$ cat src/core/pods_map.svh
// timing constants of the power-on self-diagnosis sequencer
`ifndef PODS_MAP_SVH
`define PODS_MAP_SVH
`define PODS_CLK_NS 100
`define PODS_REL_MIN_US 20
`define PODS_FALL_TYP_US 10
`define PODS_RISE_TYP_US 10
`define PODS_FIRST_TYP_US 30
`define PODS_EDGE_MIN_US 5
`define PODS_EDGE_MAX_US 15
`define PODS_FIRST_MIN_US 15
`define PODS_FIRST_MAX_US 45
`define PODS_US_CYC(us) ((us) * 1000 / `PODS_CLK_NS)
`define PODS_REL_MIN_CYC `PODS_US_CYC(`PODS_REL_MIN_US)
`define PODS_FALL_CYC `PODS_US_CYC(`PODS_FALL_TYP_US)
`define PODS_RISE_CYC `PODS_US_CYC(`PODS_RISE_TYP_US)
`define PODS_FIRST_CYC `PODS_US_CYC(`PODS_FIRST_TYP_US)
`define PODS_CNT_W 9
`endif

$ cat src/core/pods_pkg.sv
// types of the power-on self-diagnosis sequencer
package pods_pkg;
   typedef enum logic [2:0] {
      PODS_ST_OFF,
      PODS_ST_HELD,
      PODS_ST_WAIT_FALL,
      PODS_ST_DRIVE_LOW,
      PODS_ST_WAIT_FIRST,
      PODS_ST_NORMAL
   } pods_state_t;
endpackage

$ cat src/core/pods_timer_if.sv
// carrier between sequencer and its cycle timer
`timescale 1ns/1ps
`default_nettype none
interface pods_timer_if;
   logic clear; // restart count at zero
   logic [8:0] count; // cycles since last clear
   modport ctrl (output clear, input count);
   modport tmr (input clear, output count);
endinterface
`default_nettype wire

$ cat src/core/pods_sequencer.sv
// power-on self-diagnosis sequencer of a latching switch sensor
//
// Overview of operation
// - bad request skips diagnosis to normal mode
// - drive line low 5-15 us after release
// - release driver 5-15 us after fall
// - first real output 15-45 us after release
// - normal mode: operate drives low, release frees
`timescale 1ns/1ps
`default_nettype none
`include "pods_map.svh"
module pods_sequencer
   import pods_pkg::*;
(
   input wire logic clock_in, // 10 MHz clock
   input wire logic arst_n_in, // async reset, active low
   input wire logic supply_ok_in, // sensor_supply_level at 90 percent
   input wire logic line_in, // level seen on the shared line
   input wire logic field_operate_in, // field above operate point
   input wire logic field_release_in, // field below release point
   output logic line_out, // value driven on line, always low
   output logic line_oe_out, // high while pulling line low
   output logic diag_active_out, // diagnosis phase running
   output logic normal_mode_out, // normal switching running
   output logic diag_skipped_out // request was invalid, diag skipped
);
   ////////////////////////////////////////////////////////////////
   // state
   pods_state_t state_r; // sequencer state
   pods_state_t state_nxt; // next sequencer state
   logic switch_on_r; // latched switch output in normal mode
   logic switch_on_nxt; // next latched switch output
   logic skipped_r; // diagnosis skipped flag
   logic skipped_nxt; // next skipped flag
   logic oe_r; // driver enable register
   logic oe_nxt; // next driver enable
   pods_timer_if tif (); // timer carrier

   pods_timer u_timer (
      .clock_in(clock_in),
      .arst_n_in(arst_n_in),
      .tif(tif)
   );

   ////////////////////////////////////////////////////////////////
   // next state and outputs
   always_comb begin
      state_nxt = state_r;
      switch_on_nxt = switch_on_r;
      skipped_nxt = skipped_r;
      oe_nxt = oe_r;
      tif.clear = 1'b0;
      case (state_r)
         PODS_ST_OFF: begin
            // supply up: diagnosis only if host holds line low
            oe_nxt = 1'b0;
            tif.clear = 1'b1;
            if (supply_ok_in) begin
               if (!line_in) begin
                  state_nxt = PODS_ST_HELD;
               end else begin
                  state_nxt = PODS_ST_NORMAL;
                  skipped_nxt = 1'b1;
               end
            end
         end
         PODS_ST_HELD: begin
            // wait for host release, early release skips
            if (line_in) begin
               tif.clear = 1'b1;
               if (tif.count >= 9'(`PODS_REL_MIN_CYC)) begin
                  state_nxt = PODS_ST_WAIT_FALL;
               end else begin
                  state_nxt = PODS_ST_NORMAL;
                  skipped_nxt = 1'b1;
               end
            end
         end
         PODS_ST_WAIT_FALL: begin
            // line pulled high by resistor, then simulated operate
            if (tif.count >= 9'(`PODS_FALL_CYC - 1)) begin
               state_nxt = PODS_ST_DRIVE_LOW;
               oe_nxt = 1'b1;
            end
         end
         PODS_ST_DRIVE_LOW: begin
            // simulated release after typical spacing
            if (tif.count >= 9'(`PODS_FALL_CYC + `PODS_RISE_CYC - 1)) begin
               state_nxt = PODS_ST_WAIT_FIRST;
               oe_nxt = 1'b0;
            end
         end
         PODS_ST_WAIT_FIRST: begin
            // first real data at typical time after release
            if (tif.count >= 9'(`PODS_FIRST_CYC - 1)) begin
               state_nxt = PODS_ST_NORMAL;
               switch_on_nxt = field_operate_in;
               oe_nxt = field_operate_in;
            end
         end
         PODS_ST_NORMAL: begin
            // latching switch with hysteresis_window
            if (field_operate_in) begin
               switch_on_nxt = 1'b1;
            end else if (field_release_in) begin
               switch_on_nxt = 1'b0;
            end
            oe_nxt = switch_on_nxt;
         end
         default: begin
            state_nxt = PODS_ST_OFF;
            oe_nxt = 1'b0;
         end
      endcase
      // supply loss restarts everything
      if (!supply_ok_in) begin
         state_nxt = PODS_ST_OFF;
         oe_nxt = 1'b0;
         skipped_nxt = 1'b0;
         switch_on_nxt = 1'b0;
      end
   end

   ////////////////////////////////////////////////////////////////
   // registers
   always_ff @(posedge clock_in or negedge arst_n_in) begin
      if (!arst_n_in) begin
         state_r <= PODS_ST_OFF;
         switch_on_r <= 1'b0;
         skipped_r <= 1'b0;
         oe_r <= 1'b0;
      end else begin
         state_r <= state_nxt;
         switch_on_r <= switch_on_nxt;
         skipped_r <= skipped_nxt;
         oe_r <= oe_nxt;
      end
   end

   assign line_out = 1'b0; // open drain only ever pulls low
   assign line_oe_out = oe_r;
   assign diag_active_out = (state_r == PODS_ST_WAIT_FALL) || (state_r == PODS_ST_DRIVE_LOW)
      || (state_r == PODS_ST_WAIT_FIRST);
   assign normal_mode_out = (state_r == PODS_ST_NORMAL);
   assign diag_skipped_out = skipped_r;

   ////////////////////////////////////////////////////////////////
   // assertions
   // window bounds in clock cycles, checked against the clock itself
   localparam int CHK_REL_MIN = `PODS_REL_MIN_CYC; // shortest valid hold
   localparam int CHK_EDGE_LO = `PODS_US_CYC(`PODS_EDGE_MIN_US); // earliest diag edge
   localparam int CHK_EDGE_HI = `PODS_US_CYC(`PODS_EDGE_MAX_US); // latest diag edge
   localparam int CHK_FIRST_LO = `PODS_US_CYC(`PODS_FIRST_MIN_US); // earliest real data
   localparam int CHK_FIRST_HI = `PODS_US_CYC(`PODS_FIRST_MAX_US); // latest real data
   logic [`PODS_CNT_W-1:0] held_cyc_r; // own count of held cycles
   logic [`PODS_CNT_W-1:0] held_cyc_nxt; // next held cycle count

   // next held count: step while held, else zero; kept apart from the
   // shared timer so that a broken timer cannot hide an early release
   always_comb begin
      if (state_r != PODS_ST_HELD) begin
         held_cyc_nxt = '0;
      end else if (&held_cyc_r) begin
         held_cyc_nxt = held_cyc_r; // saturate, a long hold stays long
      end else begin
         held_cyc_nxt = held_cyc_r + 9'h001;
      end
   end

   // held count register
   always_ff @(posedge clock_in or negedge arst_n_in) begin
      if (!arst_n_in) begin
         held_cyc_r <= '0;
      end else begin
         held_cyc_r <= held_cyc_nxt;
      end
   end

   // timing checks give up when supply drops, a diagnosis then restarts
   property p_fall_time;
      @(posedge clock_in) disable iff (!arst_n_in || !supply_ok_in)
      $rose(state_r == PODS_ST_WAIT_FALL) |-> ##[CHK_EDGE_LO:CHK_EDGE_HI] line_oe_out;
   endproperty
   a_fall_time: assert property (p_fall_time) else $error("fall edge late");

   // an early pull would still meet the window above, so look back too
   property p_fall_early;
      @(posedge clock_in) disable iff (!arst_n_in || !supply_ok_in)
      ($rose(line_oe_out) && state_r == PODS_ST_DRIVE_LOW)
         |-> $past(diag_active_out, CHK_EDGE_LO);
   endproperty
   a_fall_early: assert property (p_fall_early) else $error("fall edge early");

   property p_rise_time;
      @(posedge clock_in) disable iff (!arst_n_in || !supply_ok_in)
      ($rose(line_oe_out) && state_r == PODS_ST_DRIVE_LOW) |-> ##[CHK_EDGE_LO:CHK_EDGE_HI]
         !line_oe_out;
   endproperty
   a_rise_time: assert property (p_rise_time) else $error("rise edge late");

   // driver must have been on for the shortest spacing before letting go
   property p_rise_early;
      @(posedge clock_in) disable iff (!arst_n_in || !supply_ok_in)
      ($fell(line_oe_out) && state_r == PODS_ST_WAIT_FIRST)
         |-> $past(line_oe_out, CHK_EDGE_LO);
   endproperty
   a_rise_early: assert property (p_rise_early) else $error("rise edge early");

   property p_first_out;
      @(posedge clock_in) disable iff (!arst_n_in || !supply_ok_in)
      $rose(state_r == PODS_ST_WAIT_FALL) |-> ##[CHK_FIRST_LO:CHK_FIRST_HI] normal_mode_out;
   endproperty
   a_first_out: assert property (p_first_out) else $error("first output late");

   property p_first_early;
      @(posedge clock_in) disable iff (!arst_n_in || !supply_ok_in)
      ($rose(normal_mode_out) && !diag_skipped_out)
         |-> $past(diag_active_out, CHK_FIRST_LO);
   endproperty
   a_first_early: assert property (p_first_early) else $error("first output early");

   property p_skip;
      @(posedge clock_in) disable iff (!arst_n_in)
      (state_r == PODS_ST_OFF && supply_ok_in && line_in) |=> (normal_mode_out && diag_skipped_out);
   endproperty
   a_skip: assert property (p_skip) else $error("skip not taken");

   property p_operate;
      @(posedge clock_in) disable iff (!arst_n_in)
      (normal_mode_out && field_operate_in && supply_ok_in) |=> line_oe_out;
   endproperty
   a_operate: assert property (p_operate) else $error("operate not driving");

   property p_release;
      @(posedge clock_in) disable iff (!arst_n_in)
      (normal_mode_out && field_release_in && !field_operate_in) |=> !line_oe_out;
   endproperty
   a_release: assert property (p_release) else $error("release still driving");

   property p_early_rel;
      @(posedge clock_in) disable iff (!arst_n_in)
      (state_r == PODS_ST_HELD && line_in && supply_ok_in && held_cyc_r < CHK_REL_MIN)
         |=> diag_skipped_out;
   endproperty
   a_early_rel: assert property (p_early_rel) else $error("early release accepted");

   property p_held_ok;
      @(posedge clock_in) disable iff (!arst_n_in)
      (state_r == PODS_ST_HELD && line_in && supply_ok_in && held_cyc_r >= CHK_REL_MIN)
         |=> diag_active_out && !line_oe_out;
   endproperty
   a_held_ok: assert property (p_held_ok) else $error("valid release not run");
endmodule
`default_nettype wire

$ cat src/core/pods_timer.sv
// saturating cycle timer used by the sequencer
`timescale 1ns/1ps
`default_nettype none
`include "pods_map.svh"
module pods_timer (
   input wire logic clock_in, // 10 MHz clock
   input wire logic arst_n_in, // async reset, active low
   pods_timer_if.tmr tif // clear in, count out
);
   logic [`PODS_CNT_W-1:0] count_r; // elapsed cycles
   logic [`PODS_CNT_W-1:0] count_nxt; // next elapsed cycles
   // next count: clear, hold at top, else step
   always_comb begin
      if (tif.clear) begin
         count_nxt = '0;
      end else if (&count_r) begin
         count_nxt = count_r; // saturate so a stale count never wraps
      end else begin
         count_nxt = count_r + 9'h001;
      end
   end
   // count register
   always_ff @(posedge clock_in or negedge arst_n_in) begin
      if (!arst_n_in) begin
         count_r <= '0;
      end else begin
         count_r <= count_nxt;
      end
   end
   assign tif.count = count_r;
endmodule
`default_nettype wire

$ cat config.mk
export PLATFORM = sky130hd
export DESIGN_NAME = pods_sequencer
export DESIGN_NICKNAME = d
export VERILOG_FILES = /design/src/core/pods_pkg.sv /design/src/core/pods_timer_if.sv /design/src/core/pods_sequencer.sv /design/src/core/pods_timer.sv
export VERILOG_INCLUDE_DIRS = /design/src /design/src/core
export SDC_FILE = /design/constraint.sdc
export NUM_CORES = 1
export LEC_CHECK = 0
export BUFFER_PORTS_ARGS = -buffer_cell sky130_fd_sc_hd__buf_2
export CORE_MARGIN = 2
export CORE_UTILIZATION = 55
export DETAILED_ROUTE_END_ITERATION = 7
export HOLD_SLACK_MARGIN = 0.15
export PLACE_DENSITY_LB_ADDON = 0.05
export SLEW_MARGIN = 20
export SYNTH_ARGS = -nofsm -noshare
export SYNTH_HDL_FRONTEND = slang
export SYNTH_SLANG_ARGS = --single-unit
$ cat constraint.sdc
create_clock -name clock_in -period 3.7 [get_ports clock_in]
set_input_delay 0.74 -clock clock_in [delete_from_list [all_inputs] [get_ports clock_in]]
set_output_delay 0.74 -clock clock_in [all_outputs]
set_load 0.05 [all_outputs]
==> results of run 1 <==
==> stage by stage <==
step	power, mW	utilization	instance area [sq um]	instances
detailed placement	0.4997	0.6028	1064	143
CTS	0.5905	0.6177	1090	147
global route	0.6329	0.6177	1090	147
floorplan	0.4684	-	1056	119
finish	0.5844	0.6177	1090	147
global placement	0.4996	0.6028	1064	143
==> kinds of logic after synthesis <==
logic type | share of synthesized area
AO/OA/AOI/OAI | 0.1789
XOR/XNOR | 0.05806
adder cells (fa/ha/maj) | 0.03555
buffers and inverters | 0.09005
flip-flops | 0.3555
multiplexers | 0.04740
other | 0.003551
AND/OR/NAND/NOR | 0.2310
==> final timing paths <==
path | start | endpoint | slack [ns] | cells past startpoint
worst min-delay path | arst_n_in | u_timer.tif.count[2]$_DFFE_PN0P_ | 0.35 | 1
worst max register to register | u_timer.tif.count[0]$_DFFE_PN0P_ | u_timer.tif.count[5]$_DFFE_PN0P_ | 1.69 | 8
max in group asynchronous | arst_n_in | state_r[2]$_DFFE_PN0P_ | 3.10 | 1
worst max-delay path | state_r[2]$_DFFE_PN0P_ | diag_active_out | 1.53 | 3
worst min register to register | diag_skipped_out$_DFFE_PN0P_ | diag_skipped_out$_DFFE_PN0P_ | 0.50 | 1
min in group clock_in | diag_skipped_out$_DFFE_PN0P_ | diag_skipped_out$_DFFE_PN0P_ | 0.50 | 1
==> routing by layer <==
| metal | wire, um | GRT usage | vias to the layer above |
|---|---|---|---|
| li1 | - | - | 416 |
| met2 | 815 | 0.2693 | 17 |
| met1 | 920 | 0.2850 | 385 |
| met4 | 11 | 0.04865 | 0 |
| met5 | 0 | 0 | - |
| met3 | 103 | 0.06792 | 2 |
==> sequential cells by signal (all words and copies together) (netlist names) <==
register	cells
diag_skipped_out	1
switch_on_r	1
u_timer.tif.count	9
state_r	3
line_oe_out	1
==> layout make-up <==
class                   instances  area, sq um
well taps                      25        31.28
clock buffers                   4        26.28
repair buffers                  9        45.04
fillers                       167        674.4
flip-flops and latches         15        375.4
multi-input cells              87        585.6
inverters                       7        26.28
==> power breakdown <==
part / leakage (nW) / internal [mW] / switching [mW]
Clock: 0.0150 / 0.0418 / 0.0465
Sequential: 0.202 / 0.194 / 0.0518
Combinational: 0.271 / 0.0927 / 0.158
==> cells in the final DEF (no fill, tap or decap), types with 2 or more instances in the layout <==
| cell | count |
|---|---|
| nor3_1 | 7 |
| buf_2 | 9 |
| xor2_1 | 3 |
| xnor2_1 | 4 |
| dfrtp_1 | 15 |
| nand3_1 | 6 |
| nand2_1 | 10 |
| and2b_1 | 2 |
| nor2_1 | 14 |
| inv_1 | 7 |
| a211oi_1 | 2 |
| a211oi_2 | 2 |
| mux2i_1 | 5 |
| clkbuf_4 | 3 |
| a21oi_1 | 4 |
| ha_1 | 3 |
| o21ai_0 | 3 |
| nor4_2 | 2 |
==> worst max-delay path: stages, from the launching register on <==
cell and delay [ns]:
dfrtp_1 0.52, nor3b_2 0.28, a21o_2 0.12, buf_2 0.25
==> out/metrics.cfg, run 1 <==
[timing]
whs_ns=0.3493
post-route-period-util=0.5874
rsz0062_at_grt=no
finalHoldViolations=0
slew_headroom=0.5852
tns_ns=0
worst-slew-pin-transition_ns=0.6211
layout_setup_ws_ns=1.527
skew_ns=0.0008225
min_period_ns=2.173
fmax_mhz=460.1
setup_viol=0
report.final.slew_viol_count=0

[grt]
grt_max_degree=16
grt-ovfl-total=0
antenna_found_initial=0
grt_pass1_vias=693
grt_usage=0.1933
grt_first_pass_wirelength_mm=3.056

[clock_tree]
numCtsBuffers=3
clkSinkCount=15
insertion_delay_ns=0.28
post_cts_resized=0
cts_root_buf=clkbuf_4
h-tree-depth=1
clkSlewWorstSetupHoldPaths_ns=0.08
cts_hold_buf=0
postCtsSetupRepairBufs=0
cts_buffer_depth=2
cts_tree=built

[synthesis]
synth_seq_area_share=0.3555
synth_edf_count=0
synth_common_cells=15 x dfrtp_1, 14 x nor2_1, 10 x nand2_1, 7 x inv_1, 7 x nor3_1
yosys_warnings=0
yosysMostFrequentCell=dfrtp_1
syn_inst=119
ys_ff_latch=15
synth.avg_cell_area_sq_um=8.874
netlist_area_sq_um=1056
synth_area_leaders=dfrtp_1 36%, nor2_1 5.0%, mux2i_1 4.7%
async_reset_ff_frac=1.000
synth_top_area_frac=0.3555
synth.distinct_cells=40
syn-num-nets=128
yosys.area.top_type=dfrtp_1
synth_ff_type=dfrtp_1

[worst_hold_path]
hold_class=in -> async

[run_status]
status=completed

[worst_setup_path]
start_kind=flip-flop
critPathKind=reg -> out
cp-end-kind=primary output
cp_max_fo=10
crit_required_ns=2.96
cp.arrival_ns=1.43

[route]
vias=820
vias_per_cell=5.578
drtIter0Drc=15
wl_per_cell_um=12.59
firstDrtPassIters=4
drt-total-wl_mm=1.850
drc_errors=0
antenna_left=0

[floorplan]
die_w_um=47.82
io_pins=11
coreArea_sq_um=1764
fp.dieH_um=47.82
initial_core_util=0.5986
rows=15
die-area_sq_um=2287

[pwr]
peakVddDrop_uv=324.6
power_density_nw_per_um2=536.3
p_leak_nw=0.4874

[flow_run]
cap_violations=0

[final_layout]
layout-drive-gt1-share=0.1803
antenna_cells=0
fin_nets=132
syn_to_final_growth_pct=3.199

[place]
gp_congestion=0.8481
preCtsSetupSlack_ns=1.698
io_buffers=9
dp_hpwl_mm=1.395

No activity file was read; power rests on OpenSTA's default activity.
==> inputs of run 2 (changes only) <==
CORE_UTILIZATION = 51   (was 55)
clock period = 1.9 ns   (was 3.7 ns; I/O delays follow)
==> run 2 against run 1 <==
Against the previous run: worst hold slack gained 0.051 ns; combinational power grew 130%; sequential power grew 89%.
==> out/metrics.cfg, run 2 (same netlist as run 1, synthesis figures left out) <==
[run_status]
status=completed  ; unchanged

[final_layout]
largest_reg_flops=9  ; unchanged
layout_common_cells=13 x nor2_1, 12 x dfrtp_1, 9 x nand2_1, 9 x buf_2, 7 x inv_1  ; was 15 x dfrtp_1, 14 x nor2_1, 10 x nand2_1
final_common_cell=nor2_1  ; was dfrtp_1
fin_util=0.6020  ; was 0.6177
syn_to_final_growth_pct=11.85  ; was 3.199%
filler_cell_count=201  ; was 167
fin_nets=139  ; was 132
layout-drive-gt1-share=0.2946  ; was 0.1803
antenna_cells=0  ; unchanged
final_cell_area_sq_um=1181  ; was 1090 sq um

[worst_setup_path]
critPathKind=reg -> out  ; unchanged
cp.arrival_ns=1.39  ; was 1.43 ns
crit_chain=buf_4 -> inv_1 -> nor3_2 -> buf_2  ; was nor3b_2 -> a21o_2 -> buf_2
critical_path.max_stage_delay_ns=0.41  ; was 0.52 ns
reg2reg_slack_ns=0.13  ; was 1.69 ns
worstSetupEndpoint=normal_mode_out  ; was diag_active_out
crit_path_top_delay_cell=dfrtp_1  ; unchanged
r2r-end=u_timer.tif.count[7]$_DFFE_PN0P_  ; was u_timer.tif.count[5]$_DFFE_PN0P_
worstReg2RegStart=u_timer.tif.count[1]$_DFFE_PN0P_  ; was u_timer.tif.count[0]$_DFFE_PN0P_
cp_max_fo=7  ; was 10
worstSetupStartpoint=state_r[0]$_DFFE_PN0P_  ; was state_r[2]$_DFFE_PN0P_
start_kind=flip-flop  ; unchanged
r2r_cells=9  ; was 8
cp-end-kind=primary output  ; unchanged
crit_required_ns=1.52  ; was 2.96 ns

[grt]
grt_pass1_vias=829  ; was 693
antenna_found_initial=0  ; unchanged
grt_first_pass_wirelength_mm=3.788  ; was 3.056 mm
grt_max_degree=16  ; unchanged
grt-ovfl-total=0  ; unchanged
grt_usage=0.2046  ; was 0.1933

[place]
gp_congestion=0.8253  ; was 0.8481
io_buffers=9  ; unchanged
placed_area_sq_um=1109  ; was 1064 sq um
dp_hpwl_mm=1.600  ; was 1.395 mm

[route]
vias=844  ; was 820
drt-total-wl_mm=2.133  ; was 1.850 mm
wl_per_cell_um=13.67  ; was 12.59 um
drtIter0Drc=11  ; was 15
antenna_left=0  ; unchanged
firstDrtPassIters=4  ; unchanged
vias_per_cell=5.410  ; was 5.578
drc_errors=0  ; unchanged

[clock_tree]
numCtsBuffers=3  ; unchanged
cts_buffer_depth=2  ; unchanged
insertion_delay_ns=0.29  ; was 0.28 ns
clkSinkCount=15  ; unchanged
clkSlewWorstSetupHoldPaths_ns=0.09  ; was 0.08 ns
cts_tree=built  ; unchanged
cts_root_buf=clkbuf_4  ; unchanged
h-tree-depth=1  ; unchanged

[timing]
finalHoldViolations=0  ; unchanged
min_period_ns=1.774
whs_ns=0.4006  ; was 0.3493 ns
slew_headroom=0.5884  ; was 0.5852
worst-slew-pin-transition_ns=0.6162  ; was 0.6211 ns
report.final.slew_viol_count=0  ; unchanged
setup_viol=0  ; unchanged
fmax_mhz=563.8
post-route-period-util=0.9335
skew_ns=0.007847  ; was 0.0008225 ns

[pwr]
p_total_mw=1.216  ; was 0.5844 mW
power.switching_mw=0.5443  ; was 0.2562 mW
switching_share=0.4476  ; was 0.4383
pwr-share-seq=0.382  ; was 0.420
power_density_nw_per_um2=1030  ; was 536.3 nW/um^2
peakVddDrop_uv=741.8  ; was 324.6 uV
intPower_mw=0.6718  ; was 0.3283 mW
clkPwrFrac=0.151  ; about the same
p_leak_nw=0.5209  ; was 0.4874 nW
pwr-share-comb=0.467  ; was 0.429

[floorplan]
initial_core_util=0.5383  ; was 0.5986
fp.dieH_um=49.51  ; was 47.82 um
die-area_sq_um=2451  ; was 2287 sq um
rows=16  ; was 15
coreArea_sq_um=1962  ; was 1764 sq um
die_w_um=49.51  ; was 47.82 um
io_pins=11  ; unchanged

[flow_run]
cap_violations=0  ; unchanged

[worst_hold_path]
hold_class=in -> reg  ; was in -> async

run 2: final cells by class:
class | instances | area, sq um | area share
Multi-Input combinational cell | 87 | 614.3 | 0.5201
Sequential cell | 15 | 379.1 | 0.3210
Timing Repair Buffer | 16 | 100.1 | 0.08475
Tap cell | 27 | 33.78 | 0.02860
Inverter | 7 | 26.28 | 0.02225
Clock buffer | 3 | 22.52 | 0.01907
Clock inverter | 1 | 5.005 | 0.004237
run 2: power groups by stage:
| stage | clock, mW | sequential (mW) | combinational, mW |
|---|---|---|---|
| global placement | 0 | 0.456 | 0.553 |
| detailed placement | 0 | 0.458 | 0.558 |
| global route | 0.208 | 0.477 | 0.634 |
| floorplan | 0 | 0.449 | 0.468 |
| finish | 0.183 | 0.465 | 0.568 |
| CTS | 0.191 | 0.453 | 0.562 |
run 2: per-layer routing:
layer | vias up | global-route usage | wire [um]
met2 | 11 | 0.3266 | 976
li1 | 430 | - | -
met1 | 401 | 0.2727 | 1070
met3 | 2 | 0.06364 | 72
met5 | - | 0 | 0
met4 | 0 | 0.04630 | 13
run 2: worst min path at each step:
stage / slack, ns / start / endpoint / cells past startpoint
floorplan: 0.08 / arst_n_in / diag_skipped_out$_DFFE_PN0P_ / 0
global placement: 0.30 / arst_n_in / u_timer.tif.count[3]$_DFFE_PN0P_ / 1
detailed placement: 0.31 / arst_n_in / u_timer.tif.count[4]$_DFFE_PN0P_ / 1
CTS: 0.39 / supply_ok_in / diag_skipped_out$_DFFE_PN0P_ / 2
global route: 0.40 / supply_ok_in / diag_skipped_out$_DFFE_PN0P_ / 2
finish: 0.40 / supply_ok_in / diag_skipped_out$_DFFE_PN0P_ / 2
run 2: critical path, delay by kind of cell (launching register included):
kind / cells / cell delay (ns)
flops: 1 / 0.41
buf+inv: 3 / 0.54
simple gates: 1 / 0.16
run 2: metrics by stage:
| step | instances | TNS [ns] | worst slack [ns] |
|---|---|---|---|
| final | 156 | 0 | 0.1264 |
| after global routing | 156 | -0.01799 | -0.01795 |
| after CTS | 155 | 0 | 0.009375 |
| after detailed placement | 150 | 0 | 0.04452 |
| after global placement | 150 | 0 | 0.1360 |
| after floorplan | 119 | 0 | 0.02403 |
run 2: what timing repair did:
action	in CTS	in global routing
endpoints found under the hold margin	15	0
hold buffers	1	0
setup endpoints to repair	0	8
resized for setup	0	9
setup buffers	0	1
==> inputs of run 3 (changes only) <==
ABC_AREA = 1   (was unset)
CORE_UTILIZATION = 52   (was 51)
==> run 3 against run 2 <==
Against the previous run: sequential share of layout area shrank 2.7 points; power grew 0.30%; wire length grew 26%; clock skew shrank 0.0057 ns; core utilization grew 3.7 points; setup slack lost 0.037 ns.
==> out/metrics.cfg, run 3 <==
[clock_tree]
insertion_delay_ns=0.29  ; about the same
cts_tree=built  ; unchanged
clkSlewWorstSetupHoldPaths_ns=0.09  ; about the same
cts_buffer_depth=2  ; unchanged
clkSinkCount=15  ; unchanged
h-tree-depth=1  ; unchanged
cts_root_buf=clkbuf_4  ; unchanged
numCtsBuffers=3  ; unchanged

[synthesis]
ys_ff_latch=15  ; unchanged
yosysMostFrequentCell=nand2_1  ; was dfrtp_1
synth_top_area_frac=0.3326  ; was 0.3555
synth_common_cells=34 x nand2_1, 32 x nor2_1, 20 x inv_1, 19 x nand3_1, 15 x dfrtp_1  ; was 15 x dfrtp_1, 14 x nor2_1, 10 x nand2_1, 7 x inv_1, 7 x nor3_1
synth_seq_area_share=0.3326  ; was 0.3555
yosys_warnings=0  ; unchanged
yosys.area.top_type=dfrtp_1  ; unchanged
synth.distinct_cells=26  ; was 40
synth_area_leaders=dfrtp_1 33%, nand2_1 11%, nor2_1 11%  ; was dfrtp_1 36%, nor2_1 5.0%, mux2i_1 4.7%
async_reset_ff_frac=1.000  ; unchanged
syn-num-nets=179  ; was 128
syn_inst=170  ; was 119
synth_ff_type=dfrtp_1  ; unchanged
synth_edf_count=0  ; unchanged
netlist_area_sq_um=1129  ; was 1056 sq um
synth.avg_cell_area_sq_um=6.639  ; was 8.874 sq um

[grt]
grt_usage=0.2418  ; was 0.2046
antenna_found_initial=0  ; unchanged
grt_pass1_vias=1070  ; was 829
grt-ovfl-total=0  ; unchanged
grt_max_degree=16  ; unchanged
grt_first_pass_wirelength_mm=4.643  ; was 3.788 mm

[timing]
min_period_ns=1.811  ; was 1.774 ns
rsz0062_at_grt=no
layout_setup_ws_ns=0.08908  ; was 0.1264 ns
skew_ns=0.002177  ; was 0.007847 ns
tns_ns=0  ; unchanged
finalHoldViolations=0  ; unchanged
fmax_mhz=552.2  ; was 563.8 MHz
report.final.slew_viol_count=0  ; unchanged
setup_viol=0  ; unchanged
post-route-period-util=0.9531  ; was 0.9335

[route]
vias_per_cell=5.479  ; was 5.410
drtIter0Drc=29  ; was 11
antenna_left=0  ; unchanged
vias=1167  ; was 844
wl_per_cell_um=12.60  ; was 13.67 um
drc_errors=0  ; unchanged
drt-total-wl_mm=2.683  ; was 2.133 mm
firstDrtPassIters=4  ; unchanged

[floorplan]
die_w_um=50.59  ; was 49.51 um
coreArea_sq_um=2002  ; was 1962 sq um
rows=16  ; unchanged
fp.dieH_um=50.59  ; was 49.51 um
die-area_sq_um=2559  ; was 2451 sq um
initial_core_util=0.5637  ; was 0.5383
io_pins=11  ; unchanged

[pwr]
peakVddDrop_uv=630.2  ; was 741.8 uV
p_leak_nw=0.6419  ; was 0.5209 nW
power_density_nw_per_um2=952.9  ; was 1030 nW/um^2
p_total_mw=1.220  ; was 1.216 mW

[worst_hold_path]
hold_class=in -> reg  ; unchanged

[worst_setup_path]
reg2reg_slack_ns=0.20  ; was 0.13 ns
r2r_cells=11  ; was 9
cp_max_fo=7  ; unchanged
cp.arrival_ns=1.43  ; was 1.39 ns
crit_path_top_delay_cell=dfrtp_1  ; unchanged
critical_path.max_stage_delay_ns=0.48  ; was 0.41 ns
worstSetupStartpoint=state_r[0]$_DFFE_PN0P_  ; unchanged
critPathKind=reg -> out  ; unchanged
start_kind=flip-flop  ; unchanged
worstReg2RegStart=u_timer.tif.count[0]$_DFFE_PN0P_  ; was u_timer.tif.count[1]$_DFFE_PN0P_
crit_chain=inv_2 -> nand3_1 -> o211ai_1 -> buf_4  ; was buf_4 -> inv_1 -> nor3_2 -> buf_2
worstSetupEndpoint=diag_active_out  ; was normal_mode_out
r2r-end=u_timer.tif.count[4]$_DFFE_PN0P_  ; was u_timer.tif.count[7]$_DFFE_PN0P_
crit_required_ns=1.52  ; about the same
cp-end-kind=primary output  ; unchanged

[final_layout]
antenna_cells=0  ; unchanged
filler_cell_count=186  ; was 201
layout-drive-gt1-share=0.1720  ; was 0.2946
largest_reg_flops=9  ; unchanged
final_common_cell=nand2_1  ; was nor2_1
layout_common_cells=34 x nand2_1, 31 x nor2_1, 19 x nand3_1  ; was 13 x nor2_1, 12 x dfrtp_1, 9 x nand2_1, 9 x buf_2, 7 x inv_1
syn_to_final_growth_pct=13.41  ; was 11.85%
fin_nets=196  ; was 139

[place]
preCtsSetupSlack_ns=0.08249  ; was 0.04452 ns
dp_hpwl_mm=2.029  ; was 1.600 mm
io_buffers=9  ; unchanged
gp_congestion=0.9491  ; was 0.8253

[run_status]
status=completed  ; unchanged

[flow_run]
cap_violations=0  ; unchanged

run 3: changes by cell type after synthesis, moves of 4 or more:
cell	before	now
nand2_1	10	34
nor2_1	14	32
a21oi_1	4	9
buf_2	4	0
nand3_1	6	19
xnor2_1	4	0
inv_1	7	20
nand4_1	0	4
mux2i_1	5	0
nor3_1	7	2
o21ai_0	3	8
run 3: worst min path at each step:
stage / from / to / depth (start not counted)
after floorplan: arst_n_in / diag_skipped_out$_DFFE_PN0P_ / 0
after global placement: arst_n_in / u_timer.tif.count[7]$_DFFE_PN0P_ / 1
after detailed placement: arst_n_in / u_timer.tif.count[7]$_DFFE_PN0P_ / 1
after CTS: field_operate_in / switch_on_r$_DFFE_PN0P_ / 5
after global routing: field_operate_in / switch_on_r$_DFFE_PN0P_ / 5
final: field_operate_in / switch_on_r$_DFFE_PN0P_ / 5
run 3: critical path, delay by kind of cell (launching register included):
kind | cells | cell delay, ns
compound gates | 1 | 0.14
buf+inv | 2 | 0.35
flops | 1 | 0.48
simple gates | 1 | 0.17
run 3: where the power goes:
part           leakage (nW)  internal [mW]  switching (mW)
registers             0.201          0.376          0.0733
logic                 0.426          0.180           0.399
clock network        0.0150         0.0816           0.111
run 3: metal layers:
| metal | global-route usage | part of all wire | up-vias |
|---|---|---|---|
| li1 | - | - | 582 |
| met5 | 0 | 0 | - |
| met3 | 0.03571 | 0.048 | 4 |
| met2 | 0.3706 | 0.45 | 32 |
| met4 | 0.06757 | 0.0093 | 0 |
| met1 | 0.3542 | 0.49 | 549 |
run 3: cell families (layout without fill, tap and decap cells):
family                     count (synthesis)  in the layout  synth area share
AOI/OAI and AO/OA                         26             26            0.1408
buffers and inverters                     24             40           0.08315
other                                      1              1          0.003323
adders and majority gates                  3              3           0.03326
xor gates and xnor gates                   1              1          0.007762
DFF                                       15             15            0.3326
and+or+nand+nor                          100            100            0.3991
run 3: metrics by stage:
step	hold slack (ns)	std cells	instance area [sq um]	util
after floorplan	0.08441	170	1129	-
after global placement	0.3094	207	1215	0.6069
after detailed placement	0.3140	207	1215	0.6069
after CTS	0.4355	212	1254	0.6263
after global routing	0.4869	213	1280	0.6394
final	0.4372	213	1280	0.6394
run 3: area by class of cell:
class | instances | area, sq um | area share
Sequential cell | 15 | 376.6 | 0.2942
Tap cell | 27 | 33.78 | 0.02639
Inverter | 23 | 86.33 | 0.06745
Clock buffer | 4 | 26.28 | 0.02053
Timing Repair Buffer | 13 | 80.08 | 0.06256
Multi-Input combinational cell | 131 | 676.9 | 0.5288
run 3: timing repair:
item                                    in CTS  in global routing
gates resized for setup                      1                  7
buffers inserted                             0                  1
hold endpoints to repair                    15                  0
hold buffers                                 1                  0
endpoints found under the setup margin       1                 10
